### src/core/pmt_defs.svh
// Register offsets, field positions, reset values and counts of the timer.
`ifndef PMT_DEFS_SVH
`define PMT_DEFS_SVH
`define PMT_OFS_CONTROL 12'hFCA
`define PMT_OFS_COUNT 12'hFCB
`define PMT_OFS_PERIOD 12'hFCC
`define PMT_OFS_IRQ_STATUS 12'hFCD
`define PMT_OFS_IRQ_MASK 12'hFCE
`define PMT_OFS_SPI_SEL 12'hFCF
`define PMT_CTL_PRESC_LSB 0
`define PMT_CTL_ON_BIT 2
`define PMT_CTL_POST_LSB 3
`define PMT_CTL_WMASK 8'h7F
`define PMT_RST_COUNT 8'h00
`define PMT_RST_PERIOD 8'hFF
`define PMT_RST_CONTROL 8'h00
`define PMT_DIV1_LAST 4'h0
`define PMT_DIV4_LAST 4'h3
`define PMT_DIV16_LAST 4'hF
`endif

### src/core/pmt_pkg.sv
// Types shared by the period match timer.
package pmt_pkg;
	typedef enum logic [1:0]
	{
		PMT_PRE_DIV1 = 2'b00,
		PMT_PRE_DIV4 = 2'b01,
		PMT_PRE_DIV16A = 2'b10,
		PMT_PRE_DIV16B = 2'b11
	} pmt_presc_t;
	typedef struct packed
	{
		logic [7:0] count;
		logic [7:0] period;
		logic [6:0] control;
		logic [3:0] presc;
		logic [3:0] post;
		logic match_d;
		logic match_pulse;
		logic irq_flag;
		logic irq_mask;
		logic spi_sel;
		logic [7:0] rdata;
	} pmt_state_t;
endpackage

### src/core/pmt_timer.sv
// Eight-bit period match timer with prescaler, postscaler and interrupt.
//
// Design decision made here: the strobed register port.
`timescale 1ns/100ps
`include "pmt_defs.svh"
module pmt_timer
	import pmt_pkg::*;
#(
	parameter int ADDR_W = 12
)
(
	input wire logic i_clk,
	input wire logic i_resetn,
	input wire logic [ADDR_W-1:0] i_addr,
	input wire logic [7:0] i_wdata,
	input wire logic i_wr,
	input wire logic i_rd,
	output logic [7:0] o_rdata,
	output logic o_irq,
	output logic o_pwm_base,
	output logic o_spi_shift_clk
);
	// Narrower buses cannot reach the register offsets.
	if (ADDR_W < 12)
	begin : g_addr_w_check
		$error("ADDR_W must be at least 12");
	end

	pmt_state_t st_r;
	pmt_state_t st_nxt;

	function automatic logic [3:0] presc_last(input logic [1:0] sel);
		case (pmt_presc_t'(sel))
			PMT_PRE_DIV1: presc_last = `PMT_DIV1_LAST;
			PMT_PRE_DIV4: presc_last = `PMT_DIV4_LAST;
			default: presc_last = `PMT_DIV16_LAST;
		endcase
	endfunction

	function automatic logic hit(input logic [ADDR_W-1:0] a,
		input logic [11:0] ofs);
		hit = (a == ADDR_W'(ofs));
	endfunction

	logic wr_ctl, wr_cnt, wr_per, wr_sts, wr_msk, wr_spi;
	logic on, tick, match, post_done;
	assign wr_ctl = i_wr && hit(i_addr, `PMT_OFS_CONTROL);
	assign wr_cnt = i_wr && hit(i_addr, `PMT_OFS_COUNT);
	assign wr_per = i_wr && hit(i_addr, `PMT_OFS_PERIOD);
	assign wr_sts = i_wr && hit(i_addr, `PMT_OFS_IRQ_STATUS);
	assign wr_msk = i_wr && hit(i_addr, `PMT_OFS_IRQ_MASK);
	assign wr_spi = i_wr && hit(i_addr, `PMT_OFS_SPI_SEL);
	assign on = st_r.control[`PMT_CTL_ON_BIT];
	assign tick = on && (st_r.presc ==
		presc_last(st_r.control[`PMT_CTL_PRESC_LSB +: 2]));
	assign match = (st_r.count == st_r.period);
	assign post_done = (st_r.post == st_r.control[`PMT_CTL_POST_LSB +: 4]);

	always_comb
	begin
		st_nxt = st_r;
		st_nxt.match_pulse = 1'b0;
		if (tick)
		begin
			st_nxt.presc = 4'h0;
			if (match)
			begin
				st_nxt.count = 8'h00;
				st_nxt.match_pulse = 1'b1;
			end
			else
				st_nxt.count = st_r.count + 8'h01;
			st_nxt.match_d = match;
			if (match)
			begin
				if (post_done)
				begin
					st_nxt.post = 4'h0;
					st_nxt.irq_flag = 1'b1;
				end
				else
					st_nxt.post = st_r.post + 4'h1;
			end
		end
		else if (on)
			st_nxt.presc = st_r.presc + 4'h1;
		if (wr_per)
			st_nxt.period = i_wdata;
		if (wr_cnt || wr_ctl)
		begin
			st_nxt.presc = 4'h0;
			st_nxt.post = 4'h0;
		end
		if (wr_cnt)
			st_nxt.count = i_wdata;
		if (wr_ctl)
			st_nxt.control = i_wdata[6:0];
		if (wr_sts && i_wdata[0] && !(tick && match && post_done))
			st_nxt.irq_flag = 1'b0;
		if (wr_msk)
			st_nxt.irq_mask = i_wdata[0];
		if (wr_spi)
			st_nxt.spi_sel = i_wdata[0];
		st_nxt.rdata = 8'h00;
		if (i_rd)
		begin
			if (hit(i_addr, `PMT_OFS_CONTROL))
				st_nxt.rdata = {1'b0, st_r.control};
			else if (hit(i_addr, `PMT_OFS_COUNT))
				st_nxt.rdata = st_r.count;
			else if (hit(i_addr, `PMT_OFS_PERIOD))
				st_nxt.rdata = st_r.period;
			else if (hit(i_addr, `PMT_OFS_IRQ_STATUS))
				st_nxt.rdata = {7'h00, st_r.irq_flag};
			else if (hit(i_addr, `PMT_OFS_IRQ_MASK))
				st_nxt.rdata = {7'h00, st_r.irq_mask};
			else if (hit(i_addr, `PMT_OFS_SPI_SEL))
				st_nxt.rdata = {7'h00, st_r.spi_sel};
		end
	end

	always_ff @(posedge i_clk)
	begin
		if (!i_resetn)
		begin
			st_r <= '0;
			st_r.count <= `PMT_RST_COUNT;
			st_r.period <= `PMT_RST_PERIOD;
			st_r.control <= 7'(`PMT_RST_CONTROL);
		end
		else
			st_r <= st_nxt;
	end

	assign o_rdata = st_r.rdata;
	assign o_irq = st_r.irq_flag && st_r.irq_mask;
	assign o_pwm_base = st_r.match_pulse;
	assign o_spi_shift_clk = st_r.spi_sel && st_r.match_pulse;

	a_reload_zero: assert property (@(posedge i_clk)
		disable iff (!i_resetn)
		tick && match && !wr_cnt |=> st_r.count == 8'h00)
		else $error("count did not reload to zero after match");

	a_count_up: assert property (@(posedge i_clk)
		disable iff (!i_resetn)
		tick && !match && !wr_cnt
		|=> st_r.count == $past(st_r.count) + 8'h01)
		else $error("count did not advance on tick");

	a_off_holds: assert property (@(posedge i_clk)
		disable iff (!i_resetn)
		!on && !wr_cnt && !wr_ctl |=> $stable(st_r.count)
		&& $stable(st_r.presc))
		else $error("timer moved while off");

	a_pulse_single: assert property (@(posedge i_clk)
		disable iff (!i_resetn)
		o_pwm_base && !(tick && match) |=> !o_pwm_base)
		else $error("match pulse longer than one cycle");

	a_ctl_keeps: assert property (@(posedge i_clk)
		disable iff (!i_resetn)
		wr_ctl && !tick |=> st_r.count == $past(st_r.count)
		&& st_r.presc == 4'h0 && st_r.post == 4'h0)
		else $error("control write disturbed count or kept scalers");

	a_irq_masked: assert property (@(posedge i_clk)
		disable iff (!i_resetn)
		o_irq |-> st_r.irq_mask && st_r.irq_flag)
		else $error("interrupt raised while masked");

	a_flag_set: assert property (@(posedge i_clk)
		disable iff (!i_resetn)
		tick && match && post_done |=> st_r.irq_flag)
		else $error("flag not set at postscale completion");

	a_bit7_zero: assert property (@(posedge i_clk)
		disable iff (!i_resetn)
		i_rd && hit(i_addr, `PMT_OFS_CONTROL) |=> o_rdata[7] == 1'b0)
		else $error("control bit 7 read as one");

	a_presc_div: assert property (@(posedge i_clk)
		disable iff (!i_resetn)
		tick |-> (st_r.control[1] ? st_r.presc == `PMT_DIV16_LAST :
		st_r.control[0] ? st_r.presc == `PMT_DIV4_LAST :
		st_r.presc == `PMT_DIV1_LAST))
		else $error("prescaler tick at wrong count");

	a_reset_values: assert property (@(posedge i_clk)
		!i_resetn |=> st_r.count == `PMT_RST_COUNT
		&& st_r.period == `PMT_RST_PERIOD)
		else $error("reset did not load count and period");

	a_reset_scalers: assert property (@(posedge i_clk)
		!i_resetn |=> st_r.presc == 4'h0 && st_r.post == 4'h0)
		else $error("reset did not clear the scalers");

	a_cnt_clear: assert property (@(posedge i_clk)
		disable iff (!i_resetn)
		wr_cnt |=> st_r.presc == 4'h0 && st_r.post == 4'h0)
		else $error("count write did not clear the scalers");

	a_cnt_load: assert property (@(posedge i_clk)
		disable iff (!i_resetn)
		wr_cnt |=> st_r.count == $past(i_wdata))
		else $error("count write not taken");

	a_per_load: assert property (@(posedge i_clk)
		disable iff (!i_resetn)
		wr_per |=> st_r.period == $past(i_wdata))
		else $error("period write not taken");

	a_cnt_read: assert property (@(posedge i_clk)
		disable iff (!i_resetn)
		i_rd && hit(i_addr, `PMT_OFS_COUNT)
		|=> o_rdata == $past(st_r.count))
		else $error("count read returned wrong value");

	a_per_read: assert property (@(posedge i_clk)
		disable iff (!i_resetn)
		i_rd && hit(i_addr, `PMT_OFS_PERIOD)
		|=> o_rdata == $past(st_r.period))
		else $error("period read returned wrong value");

	a_ctl_write: assert property (@(posedge i_clk)
		disable iff (!i_resetn)
		wr_ctl |=> st_r.control == $past(i_wdata[6:0]))
		else $error("control write not taken");

	a_ctl_read: assert property (@(posedge i_clk)
		disable iff (!i_resetn)
		i_rd && hit(i_addr, `PMT_OFS_CONTROL)
		|=> o_rdata == {1'b0, $past(st_r.control)})
		else $error("control read returned wrong value");

	a_rdata_idle: assert property (@(posedge i_clk)
		disable iff (!i_resetn)
		!i_rd |=> o_rdata == 8'h00)
		else $error("read data not zero outside a read");

	a_tick_off: assert property (@(posedge i_clk)
		disable iff (!i_resetn)
		!on |-> !tick)
		else $error("tick while the timer is off");

	a_presc_step: assert property (@(posedge i_clk)
		disable iff (!i_resetn)
		on && !tick && !wr_cnt && !wr_ctl
		|=> st_r.presc == $past(st_r.presc) + 4'h1)
		else $error("prescaler did not step");

	a_post_step: assert property (@(posedge i_clk)
		disable iff (!i_resetn)
		tick && match && !post_done && !wr_cnt && !wr_ctl
		|=> st_r.post == $past(st_r.post) + 4'h1)
		else $error("postscaler did not step on match");

	a_post_hold: assert property (@(posedge i_clk)
		disable iff (!i_resetn)
		!(tick && match) && !wr_cnt && !wr_ctl |=> $stable(st_r.post))
		else $error("postscaler moved without a match");

	a_post_wrap: assert property (@(posedge i_clk)
		disable iff (!i_resetn)
		tick && match && post_done |=> st_r.post == 4'h0)
		else $error("postscaler did not wrap at selected ratio");

	a_flag_sticky: assert property (@(posedge i_clk)
		disable iff (!i_resetn)
		st_r.irq_flag && !(wr_sts && i_wdata[0]) |=> st_r.irq_flag)
		else $error("flag dropped without a clear");

	a_flag_clear: assert property (@(posedge i_clk)
		disable iff (!i_resetn)
		wr_sts && i_wdata[0] && !(tick && match && post_done)
		|=> !st_r.irq_flag)
		else $error("flag not cleared by a write of one");

	a_flag_cause: assert property (@(posedge i_clk)
		disable iff (!i_resetn)
		!st_r.irq_flag ##1 st_r.irq_flag
		|-> $past(tick && match && post_done))
		else $error("flag set without postscale completion");

	a_irq_raise: assert property (@(posedge i_clk)
		disable iff (!i_resetn)
		st_r.irq_flag && st_r.irq_mask |-> o_irq)
		else $error("enabled flag gave no interrupt");

	a_pulse_cause: assert property (@(posedge i_clk)
		disable iff (!i_resetn)
		o_pwm_base |-> st_r.match_d)
		else $error("match pulse without a match");

	a_pulse_follow: assert property (@(posedge i_clk)
		disable iff (!i_resetn)
		tick && match |=> o_pwm_base)
		else $error("match gave no time base pulse");

	a_pulse_low: assert property (@(posedge i_clk)
		disable iff (!i_resetn)
		!(tick && match) |=> !o_pwm_base)
		else $error("time base pulse without a match tick");

	a_spi_gate: assert property (@(posedge i_clk)
		disable iff (!i_resetn)
		o_spi_shift_clk |-> o_pwm_base && st_r.spi_sel)
		else $error("shift clock while not selected");

	a_spi_pass: assert property (@(posedge i_clk)
		disable iff (!i_resetn)
		o_pwm_base && st_r.spi_sel |-> o_spi_shift_clk)
		else $error("selected shift clock missing a pulse");

	a_count_hold: assert property (@(posedge i_clk)
		disable iff (!i_resetn)
		!tick && !wr_cnt |=> $stable(st_r.count))
		else $error("count moved without a tick");
endmodule

### config.mk
export PLATFORM = sky130hd
export DESIGN_NAME = pmt_timer
export DESIGN_NICKNAME = d
export VERILOG_FILES = /design/src/core/pmt_pkg.sv /design/src/core/pmt_timer.sv
export VERILOG_INCLUDE_DIRS = /design/src /design/src/core
export SDC_FILE = /design/constraint.sdc
export NUM_CORES = 1
export LEC_CHECK = 0
export ABC_AREA = 1
export BUFFER_PORTS_ARGS = -buffer_cell sky130_fd_sc_hd__buf_2
export CAP_MARGIN = 20
export CORE_ASPECT_RATIO = 1.1
export CORE_MARGIN = 4
export CORE_UTILIZATION = 57
export CTS_CLUSTER_SIZE = 8
export DETAILED_ROUTE_END_ITERATION = 6
export PLACE_DENSITY = 0.79
export SETUP_SLACK_MARGIN = 0.2
export SYNTH_ARGS = -nofsm -noshare
export SYNTH_HDL_FRONTEND = slang
export SYNTH_SLANG_ARGS = --single-unit
### constraint.sdc
create_clock -name i_clk -period 1.5 [get_ports i_clk]
set_clock_uncertainty 0.05 [all_clocks]
set_input_delay 0.15 -clock i_clk [delete_from_list [all_inputs] [get_ports i_clk]]
set_output_delay 0.15 -clock i_clk [all_outputs]
set_load 0.05 [all_outputs]
==> impl_metrics.json, run 1 <==
{
  "run_status": "completed",
  "antenna_found_initial": 0,
  "cts_buffer_depth": 2,
  "syn-num-nets": 410,
  "p_per_area_nw_per_um2": 642,
  "drive_above_1_share": 0.319,
  "dp.cells": 470,
  "root_buffer": "clkbuf_8",
  "finalHoldViolCount": 0,
  "grt_usage": 0.243,
  "maxSlewViolCount": 0,
  "setup.worst_path.class": "reg2reg",
  "synth_top_cells_by_area": "dfxtp_1 34%, nand2_1 14%, inv_1 8.4%, a21oi_1 6.7%, nand3_1 5.3%",
  "finalSetupViolations": 0,
  "ir_drop_mv": 0.489,
  "grt_max_degree": 16,
  "path_clk_slew_ns": 0.08,
  "gp_congestion": 0.890,
  "critPathMaxFanout": 7,
  "num-nets-final": 456,
  "whs_path_depth": 3,
  "reg2reg_depth": 9,
  "fin_hold_ws_ns": 0.0432,
  "clk_latency_ns": 0.30,
  "die_h_um": 78.0,
  "fin_crit_sh": 0.958,
  "synth_seq_cells": 43,
  "placed_area_um2": 2790,
  "min_path_type": "in2reg",
  "leakagePower_nw": 1.44,
  "design.die.area_um2": 5590,
  "clock-sinks": 43,
  "htreeDepth": 2,
  "end_kind": "flip-flop",
  "ys_async_sr_fraction": 0,
  "start_kind": "flip-flop",
  "coreArea_um2": 4320,
  "stdcell_count": 483,
  "die_w_um": 71.6,
  "cts_made_buffers": 5,
  "period_minus_slack_ns": 1.44,
  "start_util": 0.588,
  "yosys.area.top_type": "dfxtp_1",
  "area_delta_synth_final_pct": 22.7,
  "synth_cell_types": 30,
  "vias": 2601,
  "port_buffers": 34,
  "power.total_mw": 2.00,
  "tightest_slew_ns": 0.391,
  "synthCells": 383,
  "synth-main-ff-cell": "dfxtp_1",
  "grt_first_pass_wirelength_um": 11000,
  "yosysTopAreaCellShare": 0.339,
  "wl_per_cell_um": 14.2,
  "synth-edff-count": 0,
  "crit_required_ns": 1.64,
  "hpwlAfterDp_um": 4830,
  "tritoncts": "yes",
  "io_pins": 35,
  "wl_um": 6860,
  "grt_overflow": 0,
  "n_fill_cell": 350,
  "mappedNetlistArea_um2": 2540,
  "yosysSeqAreaShare": 0.339,
  "grt_pass1_vias": 2463,
  "rsz0062_at_grt": "yes",
  "cp.arrival_ns": 1.58,
  "num_rows": 25,
  "synth_area_per_cell_um2": 6.63,
  "maxSlewHeadroom": 0.738,
  "drc": 0,
  "drt_iter0_drc": 193,
  "max_freq_ghz": 0.696,
  "drtAntennaViolNets": 0,
  "drv_cap": 0,
  "dr.pass1.iters": 4,
  "via_per_inst": 5.39,
  "finalInstanceArea_um2": 3120,
  "ys_warn_count": 0,
  "antennaDiodeCount": 0
}
[synthesized netlist by cell type (3+ instances only)]
cell type,count
nand2_1,94
nor2_2,3
xor2_1,5
o21ai_0,12
a21oi_1,34
inv_1,57
clkbuf_1,3
nand2_2,5
dfxtp_1,43
nor2_4,7
nor2_1,27
buf_4,10
nand3_1,27
xnor2_1,5
o211ai_1,7
o21ai_1,6
inv_2,5
ha_1,3
nand4_1,17
buf_2,3
[worst max-delay path: stages, from the launching register on]
cell     delay [ns]
dfxtp_4        0.41
inv_2          0.07
nand2_1        0.08
nand3_2        0.10
nor2_4         0.16
nand2_4        0.10
nor2_4         0.17
nand2_1        0.07
nand2_1        0.07
nor2_1         0.04
[layer usage]
metal / track usage / routed length (um)
met5: 0 / 0
met4: 0.111 / 81
met3: 0.0563 / 429
met2: 0.392 / 3480
met1: 0.306 / 2860
[layout by cell type (no fill, tap or decap), types with 10 or more instances in the layout]
cell type  netlist  routed
inv_1           57      51
inv_2            5      10
o21ai_0         12      12
dfxtp_2          0      11
nand3_1         27      23
nand4_1         17      17
buf_4           10      18
dfxtp_1         43      27
nand2_1         94      83
buf_2            3      33
nor2_4           7      12
a21oi_1         34      28
nand2_2          5      14
nor2_1          27      22
[state kept, by name, summed over array words and instances (netlist names)]
signal	flops
st_r	33
o_rdata	8
o_pwm_base	1
on	1
[logic make-up (layout without fill, tap and decap cells)]
group / after synthesis / after routing / synth area share
simple gates: 186 / 186 / 0.345
buf+inv: 80 / 126 / 0.137
compound gates: 61 / 61 / 0.129
flops: 43 / 43 / 0.339
xor+xnor: 10 / 10 / 0.0345
fa+ha+maj: 3 / 3 / 0.0148
[where the power goes]
| group | switching, mW | internal, mW | total (mW) |
|---|---|---|---|
| registers | 0.000157 | 1.13 | 1.13 |
| logic | 0.0771 | 0.0385 | 0.116 |
| clock network | 0.393 | 0.362 | 0.755 |
| total | 0.471 | 1.53 | 2.00 |
[stage by stage]
step / setup slack, ns / utilization / TNS, ns
floorplan: 0.209 / - / 0
global placement: 0.0264 / 0.646 / 0
detailed placement: 0.0198 / 0.646 / 0
CTS: 0.111 / 0.682 / 0
global route: -0.0209 / 0.722 / -0.0209
finish: 0.0628 / 0.722 / 0
[cell type report]
| cell class | instances | area (um^2) | share of cell area |
|---|---|---|---|
| Inverter | 63 | 241 | 0.0775 |
| Clock inverter | 1 | 5.00 | 0.00161 |
| Multi-Input combinational cell | 260 | 1470 | 0.473 |
| Sequential cell | 43 | 893 | 0.287 |
| Clock buffer | 6 | 82.6 | 0.0265 |
| Timing Repair Buffer | 56 | 353 | 0.113 |
| Tap cell | 54 | 67.6 | 0.0217 |
[path summary, 6_finish.rpt]
path / from / end / slack, ns
setup reg to reg: st_r[36]$_SDFFE_PN0P_ / st_r[14]$_SDFFE_PP0P_ / 0.06
hold reg to reg: st_r[9]$_SDFFE_PN0P_ / st_r[9]$_SDFFE_PN0P_ / 0.44
hold / removal: i_wdata[7] / st_r[35]$_SDFFE_PN1P_ / 0.04
setup / recovery: st_r[36]$_SDFFE_PN0P_ / st_r[14]$_SDFFE_PP0P_ / 0.06
[timing repair]
action,in CTS,in global routing
hold buffers,0,0
setup endpoints to repair,16,19
pin swaps,6,25
endpoints found under the hold margin,0,0
gates resized for setup,22,46
setup buffers,3,3
Power figures use the tool's default switching activity.
==> inputs of run 2 (changes only) <==
--- a/config.mk
+++ b/config.mk
@@ -6,15 +6,16 @@
 export SDC_FILE = /design/constraint.sdc
 export NUM_CORES = 1
 export LEC_CHECK = 0
-export ABC_AREA = 1
-export BUFFER_PORTS_ARGS = -buffer_cell sky130_fd_sc_hd__buf_2
+export ABC_AREA = 0
 export CAP_MARGIN = 20
 export CORE_ASPECT_RATIO = 1.1
 export CORE_MARGIN = 4
-export CORE_UTILIZATION = 57
+export CORE_UTILIZATION = 59
 export CTS_CLUSTER_SIZE = 8
 export DETAILED_ROUTE_END_ITERATION = 6
-export PLACE_DENSITY = 0.79
+export DONT_BUFFER_PORTS = 1
+export GPL_TIMING_DRIVEN = 0
+export PLACE_DENSITY = 0.75
 export SETUP_SLACK_MARGIN = 0.2
 export SYNTH_ARGS = -nofsm -noshare
 export SYNTH_HDL_FRONTEND = slang
==> impl_metrics.json, run 2 <==
{
  "synth_top_cells_by_area": "dfxtp_1 39%, a21oi_1 6.5%, nor2_1 4.5%, xor2_1 4.3%, o21ai_0 4.3%",
  "cts_buffer_depth": 2,
  "start_kind": "flip-flop",
  "clk_latency_ns": 0.30,
  "ir_drop_mv": 0.542,
  "mappedNetlistArea_um2": 2230,
  "p_seq_frac": 0.557,
  "grt_pass1_vias": 2161,
  "end_kind": "flip-flop",
  "grt_usage": 0.287,
  "combPwrFrac": 0.083,
  "dr.pass1.iters": 5,
  "critPathMaxFanout": 6,
  "num_rows": 23,
  "yosysMostFrequentCell": "dfxtp_1",
  "path_clk_slew_ns": 0.09,
  "synth_area_per_cell_um2": 8.39,
  "setup.worst_path.class": "reg2reg",
  "cp_slowest_cell": "or4_4",
  "clock-sinks": 43,
  "vias": 2441,
  "tritoncts": "yes",
  "cts_made_buffers": 5,
  "port_buffers": 0,
  "synth_cell_types": 49,
  "maxSlewViolCount": 0,
  "crit_chain": "xor2_1, nor4_4, buf_6, nand2_8, or4_4, a21oi_2",
  "largest_reg_flops": 33,
  "drt_iter0_drc": 282,
  "yosysTopAreaCellShare": 0.386,
  "yosysSeqAreaShare": 0.386,
  "ys_top_cells_by_count": "43 x dfxtp_1, 29 x a21oi_1, 27 x nor2_1",
  "die_h_um": 72.5,
  "violations": "setup timing",
  "run_status": "complete, but fails checks",
  "rsz0062_at_grt": "yes",
  "antenna_found_initial": 0,
  "regMostFlops": "st_r",
  "area_delta_synth_final_pct": 39.7,
  "synth-main-ff-cell": "dfxtp_1",
  "cp.arrival_ns": 1.97,
  "final_cell_mix": "34 x buf_4, 33 x dfxtp_1, 26 x a21oi_1, 24 x nor2_1, 20 x nand2_1",
  "start_util": 0.610,
  "grt_overflow": 0,
  "period_minus_slack_ns": 1.77,
  "grt_first_pass_wirelength_um": 10400,
  "num-nets-final": 339,
  "gp_congestion": 0.973,
  "leakagePower_nw": 1.18,
  "ys_async_sr_fraction": 0,
  "preCtsSetupSlack_ns": -0.551,
  "grt_max_degree": 14,
  "layout_commonest_cell": "buf_4",
  "max_freq_ghz": 0.566,
  "power.total_mw": 2.06,
  "maxSlewHeadroom": 0.596,
  "io_pins": 35,
  "wl_per_cell_um": 20.8,
  "p_clk_frac": 0.359,
  "syn-num-nets": 293,
  "setup_slack_ns": -0.267,
  "htreeDepth": 2,
  "wl_um": 7540,
  "drtAntennaViolNets": 0,
  "die_w_um": 66.6,
  "coreArea_um2": 3650,
  "finalHoldViolCount": 0,
  "hpwlAfterDp_um": 4050,
  "p_per_area_nw_per_um2": 660,
  "fin_crit_sh": 1.18,
  "drv_cap": 0,
  "crit_required_ns": 1.70,
  "p_int_mw": 1.54,
  "drc": 0,
  "drive_above_1_share": 0.355,
  "design.die.area_um2": 4830,
  "root_buffer": "clkbuf_8",
  "synth-edff-count": 0,
  "netSwitchingPower_mw": 0.521,
  "synthCells": 266,
  "via_per_inst": 6.72,
  "finalSetupViolations": 14,
  "critPathMaxStageDelay_ns": 0.41,
  "min_path_type": "in2reg",
  "synth_seq_cells": 43,
  "p_sw_frac": 0.253,
  "yosys.area.top_type": "dfxtp_1",
  "tightest_slew_ns": 0.606,
  "ys_warn_count": 0,
  "antennaDiodeCount": 0
}
-- run 2: cell count changes after synthesis, moves of 7 or more --
cell	delta
o21ai_0	+7
nor2_4	-7
nand2_1	-71
nand4_1	-11
inv_1	-53
o211ai_1	-7
nand3_1	-11
-- run 2: logic make-up after synthesis --
kind of cell | share of synthesized area
xor+xnor | 0.0667
fa+ha+maj | 0.0168
flops | 0.386
mux | 0.0280
compound gates | 0.181
buf+inv | 0.0622
simple gates | 0.260
-- run 2: metal layers --
layer,global-route usage,vias up,part of all wire
li1,-,1043,-
met1,0.352,1137,0.35
met2,0.457,207,0.47
met3,0.0805,54,0.12
met4,0.147,0,0.061
met5,0,-,0
-- run 2: critical path: cells and delay by family (launching register included) --
kind | cells | cell delay, ns
and+or+nand+nor | 3 | 0.76
DFF | 1 | 0.39
xor gates and xnor gates | 1 | 0.21
buffers and inverters | 1 | 0.18
AOI/OAI and AO/OA | 1 | 0.12
-- run 2: worst paths after layout --
path	startpoint	to	slack [ns]	cells after the start
min reg2reg	st_r[10]$_SDFFE_PP0P_	st_r[10]$_SDFFE_PP0P_	0.43	2
max	st_r[36]$_SDFFE_PN0P_	st_r[16]$_SDFFE_PP0P_	-0.27	6
min	i_wdata[4]	st_r[40]$_SDFFE_PN0P_	0.02	2
max reg2reg	st_r[36]$_SDFFE_PN0P_	st_r[16]$_SDFFE_PP0P_	-0.27	6
-- run 2: cell type report --
type | instances | area, um^2
clock inverter | 2 | 12.5
fill | 209 | 538
clock buffer | 6 | 72.6
inverter | 4 | 15.0
sequential | 43 | 878
tap | 50 | 62.6
buffer | 22 | 190
multi-input combinational | 197 | 1530
timing repair buffer | 39 | 352
-- run 2: power by group through the flow --
stage | Combinational [mW] | Clock [mW] | Sequential [mW]
6_report | 0.172 | 0.739 | 1.15
5_1_grt | 0.182 | 0.768 | 1.15
2_1_floorplan | 0.0805 | 0 | 1.18
3_3_place_gp | 0.0954 | 0 | 1.18
3_5_place_dp | 0.0977 | 0 | 1.18
4_1_cts | 0.147 | 0.739 | 1.15
-- run 2: repair_timing --
item	in CTS	in global routing
setup endpoints to repair	44	39
gates resized for setup	24	41
hold buffers	9	0
pin swaps	11	16
cloned	0	1
endpoints found under the hold margin	24	0
buffers inserted	20	9
-- run 2: through the flow --
stage / cells / hold slack (ns) / util / area, um^2 / setup TNS, ns
finish: 363 / 0.0242 / 0.853 / 3120 / -2.40
floorplan: 266 / 0.238 / - / 2390 / -3.14
global placement: 316 / 0.248 / 0.671 / 2450 / -13.63
global route: 363 / 0.0470 / 0.853 / 3120 / -2.92
detailed placement: 316 / 0.252 / 0.671 / 2450 / -14.18
CTS: 353 / 0.00357 / 0.784 / 2870 / -2.11
==> inputs of run 3 (changes only) <==
==> constraint.sdc (replaced) <==
create_clock -name i_clk -period 2.08 [get_ports i_clk]
set_clock_uncertainty 0.05 [all_clocks]
set_input_delay 0.208 -clock i_clk [delete_from_list [all_inputs] [get_ports i_clk]]
set_output_delay 0.208 -clock i_clk [all_outputs]
set_load 0.05 [all_outputs]
==> impl_metrics.json, run 3 (same netlist as run 2, synthesis figures left out) <==
{
  "drc": 0,
  "num_rows": 23,
  "critPathMaxFanout": 6,
  "maxSlewHeadroom": 0.442,
  "rrSetupSlack_ns": 0.27,
  "clk_latency_ns": 0.30,
  "drtAntennaViolNets": 0,
  "ir_drop_mv": 0.655,
  "cts_buffer_depth": 2,
  "finalSetupViolations": 0,
  "vias": 2061,
  "grt_first_pass_wirelength_um": 9170,
  "root_buffer": "clkbuf_8",
  "die_h_um": 72.5,
  "grt_pass1_vias": 1854,
  "grt_max_degree": 14,
  "port_buffers": 0,
  "largest_reg_flops": 33,
  "wl_um": 5760,
  "crit_required_ns": 2.22,
  "num-nets-final": 313,
  "dp.cells": 316,
  "final_util": 0.723,
  "n_fill_cell": 296,
  "htreeDepth": 2,
  "regMostFlops": "st_r",
  "maxSlewViolCount": 0,
  "antennaDiodeCount": 0,
  "placed_area_um2": 2290,
  "violations": "hold timing",
  "clock-sinks": 43,
  "coreArea_um2": 3650,
  "dr.pass1.iters": 5,
  "antenna_found_initial": 0,
  "grt_overflow": 0,
  "wl_per_cell_um": 17.1,
  "tritoncts": "yes",
  "design.die.area_um2": 4830,
  "finalInstanceArea_um2": 2640,
  "end_kind": "flip-flop",
  "drt_iter0_drc": 195,
  "path_clk_slew_ns": 0.08,
  "fin_hold_ws_ns": -0.00362,
  "setup.worst_path.class": "reg2reg",
  "run_status": "complete, but fails checks",
  "io_pins": 35,
  "start_util": 0.610,
  "leakagePower_nw": 0.977,
  "via_per_inst": 6.12,
  "setup_slack_ns": 0.274,
  "fin_crit_sh": 0.868,
  "tightest_slew_ns": 0.831,
  "grt_usage": 0.247,
  "final_cell_mix": "40 x dfxtp_1, 29 x a21oi_1, 27 x nor2_1, 23 x nand2_1, 18 x o21ai_0",
  "p_per_area_nw_per_um2": 599,
  "gp_congestion": 0.890,
  "preCtsSetupSlack_ns": -0.0733,
  "drv_cap": 0,
  "period_minus_slack_ns": 1.81,
  "min_path_type": "in2reg",
  "finalHoldViolCount": 2,
  "cp.arrival_ns": 1.95,
  "hpwlAfterDp_um": 3910,
  "rsz0062_at_grt": "yes",
  "die_w_um": 66.6,
  "area_delta_synth_final_pct": 18.5,
  "stdcell_count": 337,
  "drive_above_1_share": 0.181,
  "max_freq_ghz": 0.554,
  "layout_commonest_cell": "dfxtp_1",
  "start_kind": "flip-flop",
  "cts_made_buffers": 5
}
run 3: worst paths after layout:
kind,start,depth (start not counted),to
max,st_r[22]$_SDFFE_PN0P_,6,st_r[15]$_SDFFE_PP0P_
min,i_wdata[1],2,st_r[22]$_SDFFE_PN0P_
max reg2reg,st_r[22]$_SDFFE_PN0P_,6,st_r[15]$_SDFFE_PP0P_
min reg2reg,st_r[10]$_SDFFE_PP0P_,2,st_r[10]$_SDFFE_PP0P_
run 3: timing repair:
action                     in CTS  in global routing
setup endpoints to repair      16                 16
cloned                          0                  0
hold buffers                    3                  1
pin swaps                       2                  4
resized for setup              11                 16
hold endpoints to repair        7                  1
setup buffers                   4                  5
run 3: metal layers:
layer / track usage / part of all wire / up-vias / routed length (um)
met5: 0 / 0 / - / 0
met4: 0.0926 / 0.022 / 0 / 126
met3: 0.0449 / 0.072 / 11 / 415
met2: 0.415 / 0.50 / 85 / 2870
met1: 0.314 / 0.41 / 969 / 2340
li1: - / - / 996 / -
run 3: worst max-delay path, stage by stage (launching register included):
cell	delay [ns]
dfxtp_1	0.55
and4_1	0.32
o22a_2	0.26
buf_4	0.13
nand4_1	0.11
xnor2_1	0.15
nor2b_1	0.12
run 3: layout make-up:
cell class                      count  area, um^2  area share
Timing Repair Buffer               13         111      0.0421
Inverter                            4        15.0     0.00568
Tap cell                           50        62.6      0.0237
Multi-Input combinational cell    197        1340       0.506
Clock buffer                        6        82.6      0.0313
Sequential cell                    43         865       0.327
Buffer                             22         135      0.0511
Clock inverter                      2        35.0      0.0133
run 3: stage by stage:
step | power (mW) | TNS, ns
after global routing | 1.63 | 0
final | 1.58 | 0
after floorplan | 0.899 | 0
after global placement | 0.910 | -0.151
after detailed placement | 0.911 | -0.242
after CTS | 1.58 | 0
run 3: where the power goes:
part,internal [mW],switching [mW]
logic,0.0321,0.0482
registers,0.826,0.00392
clock network,0.389,0.285
total,1.25,0.337
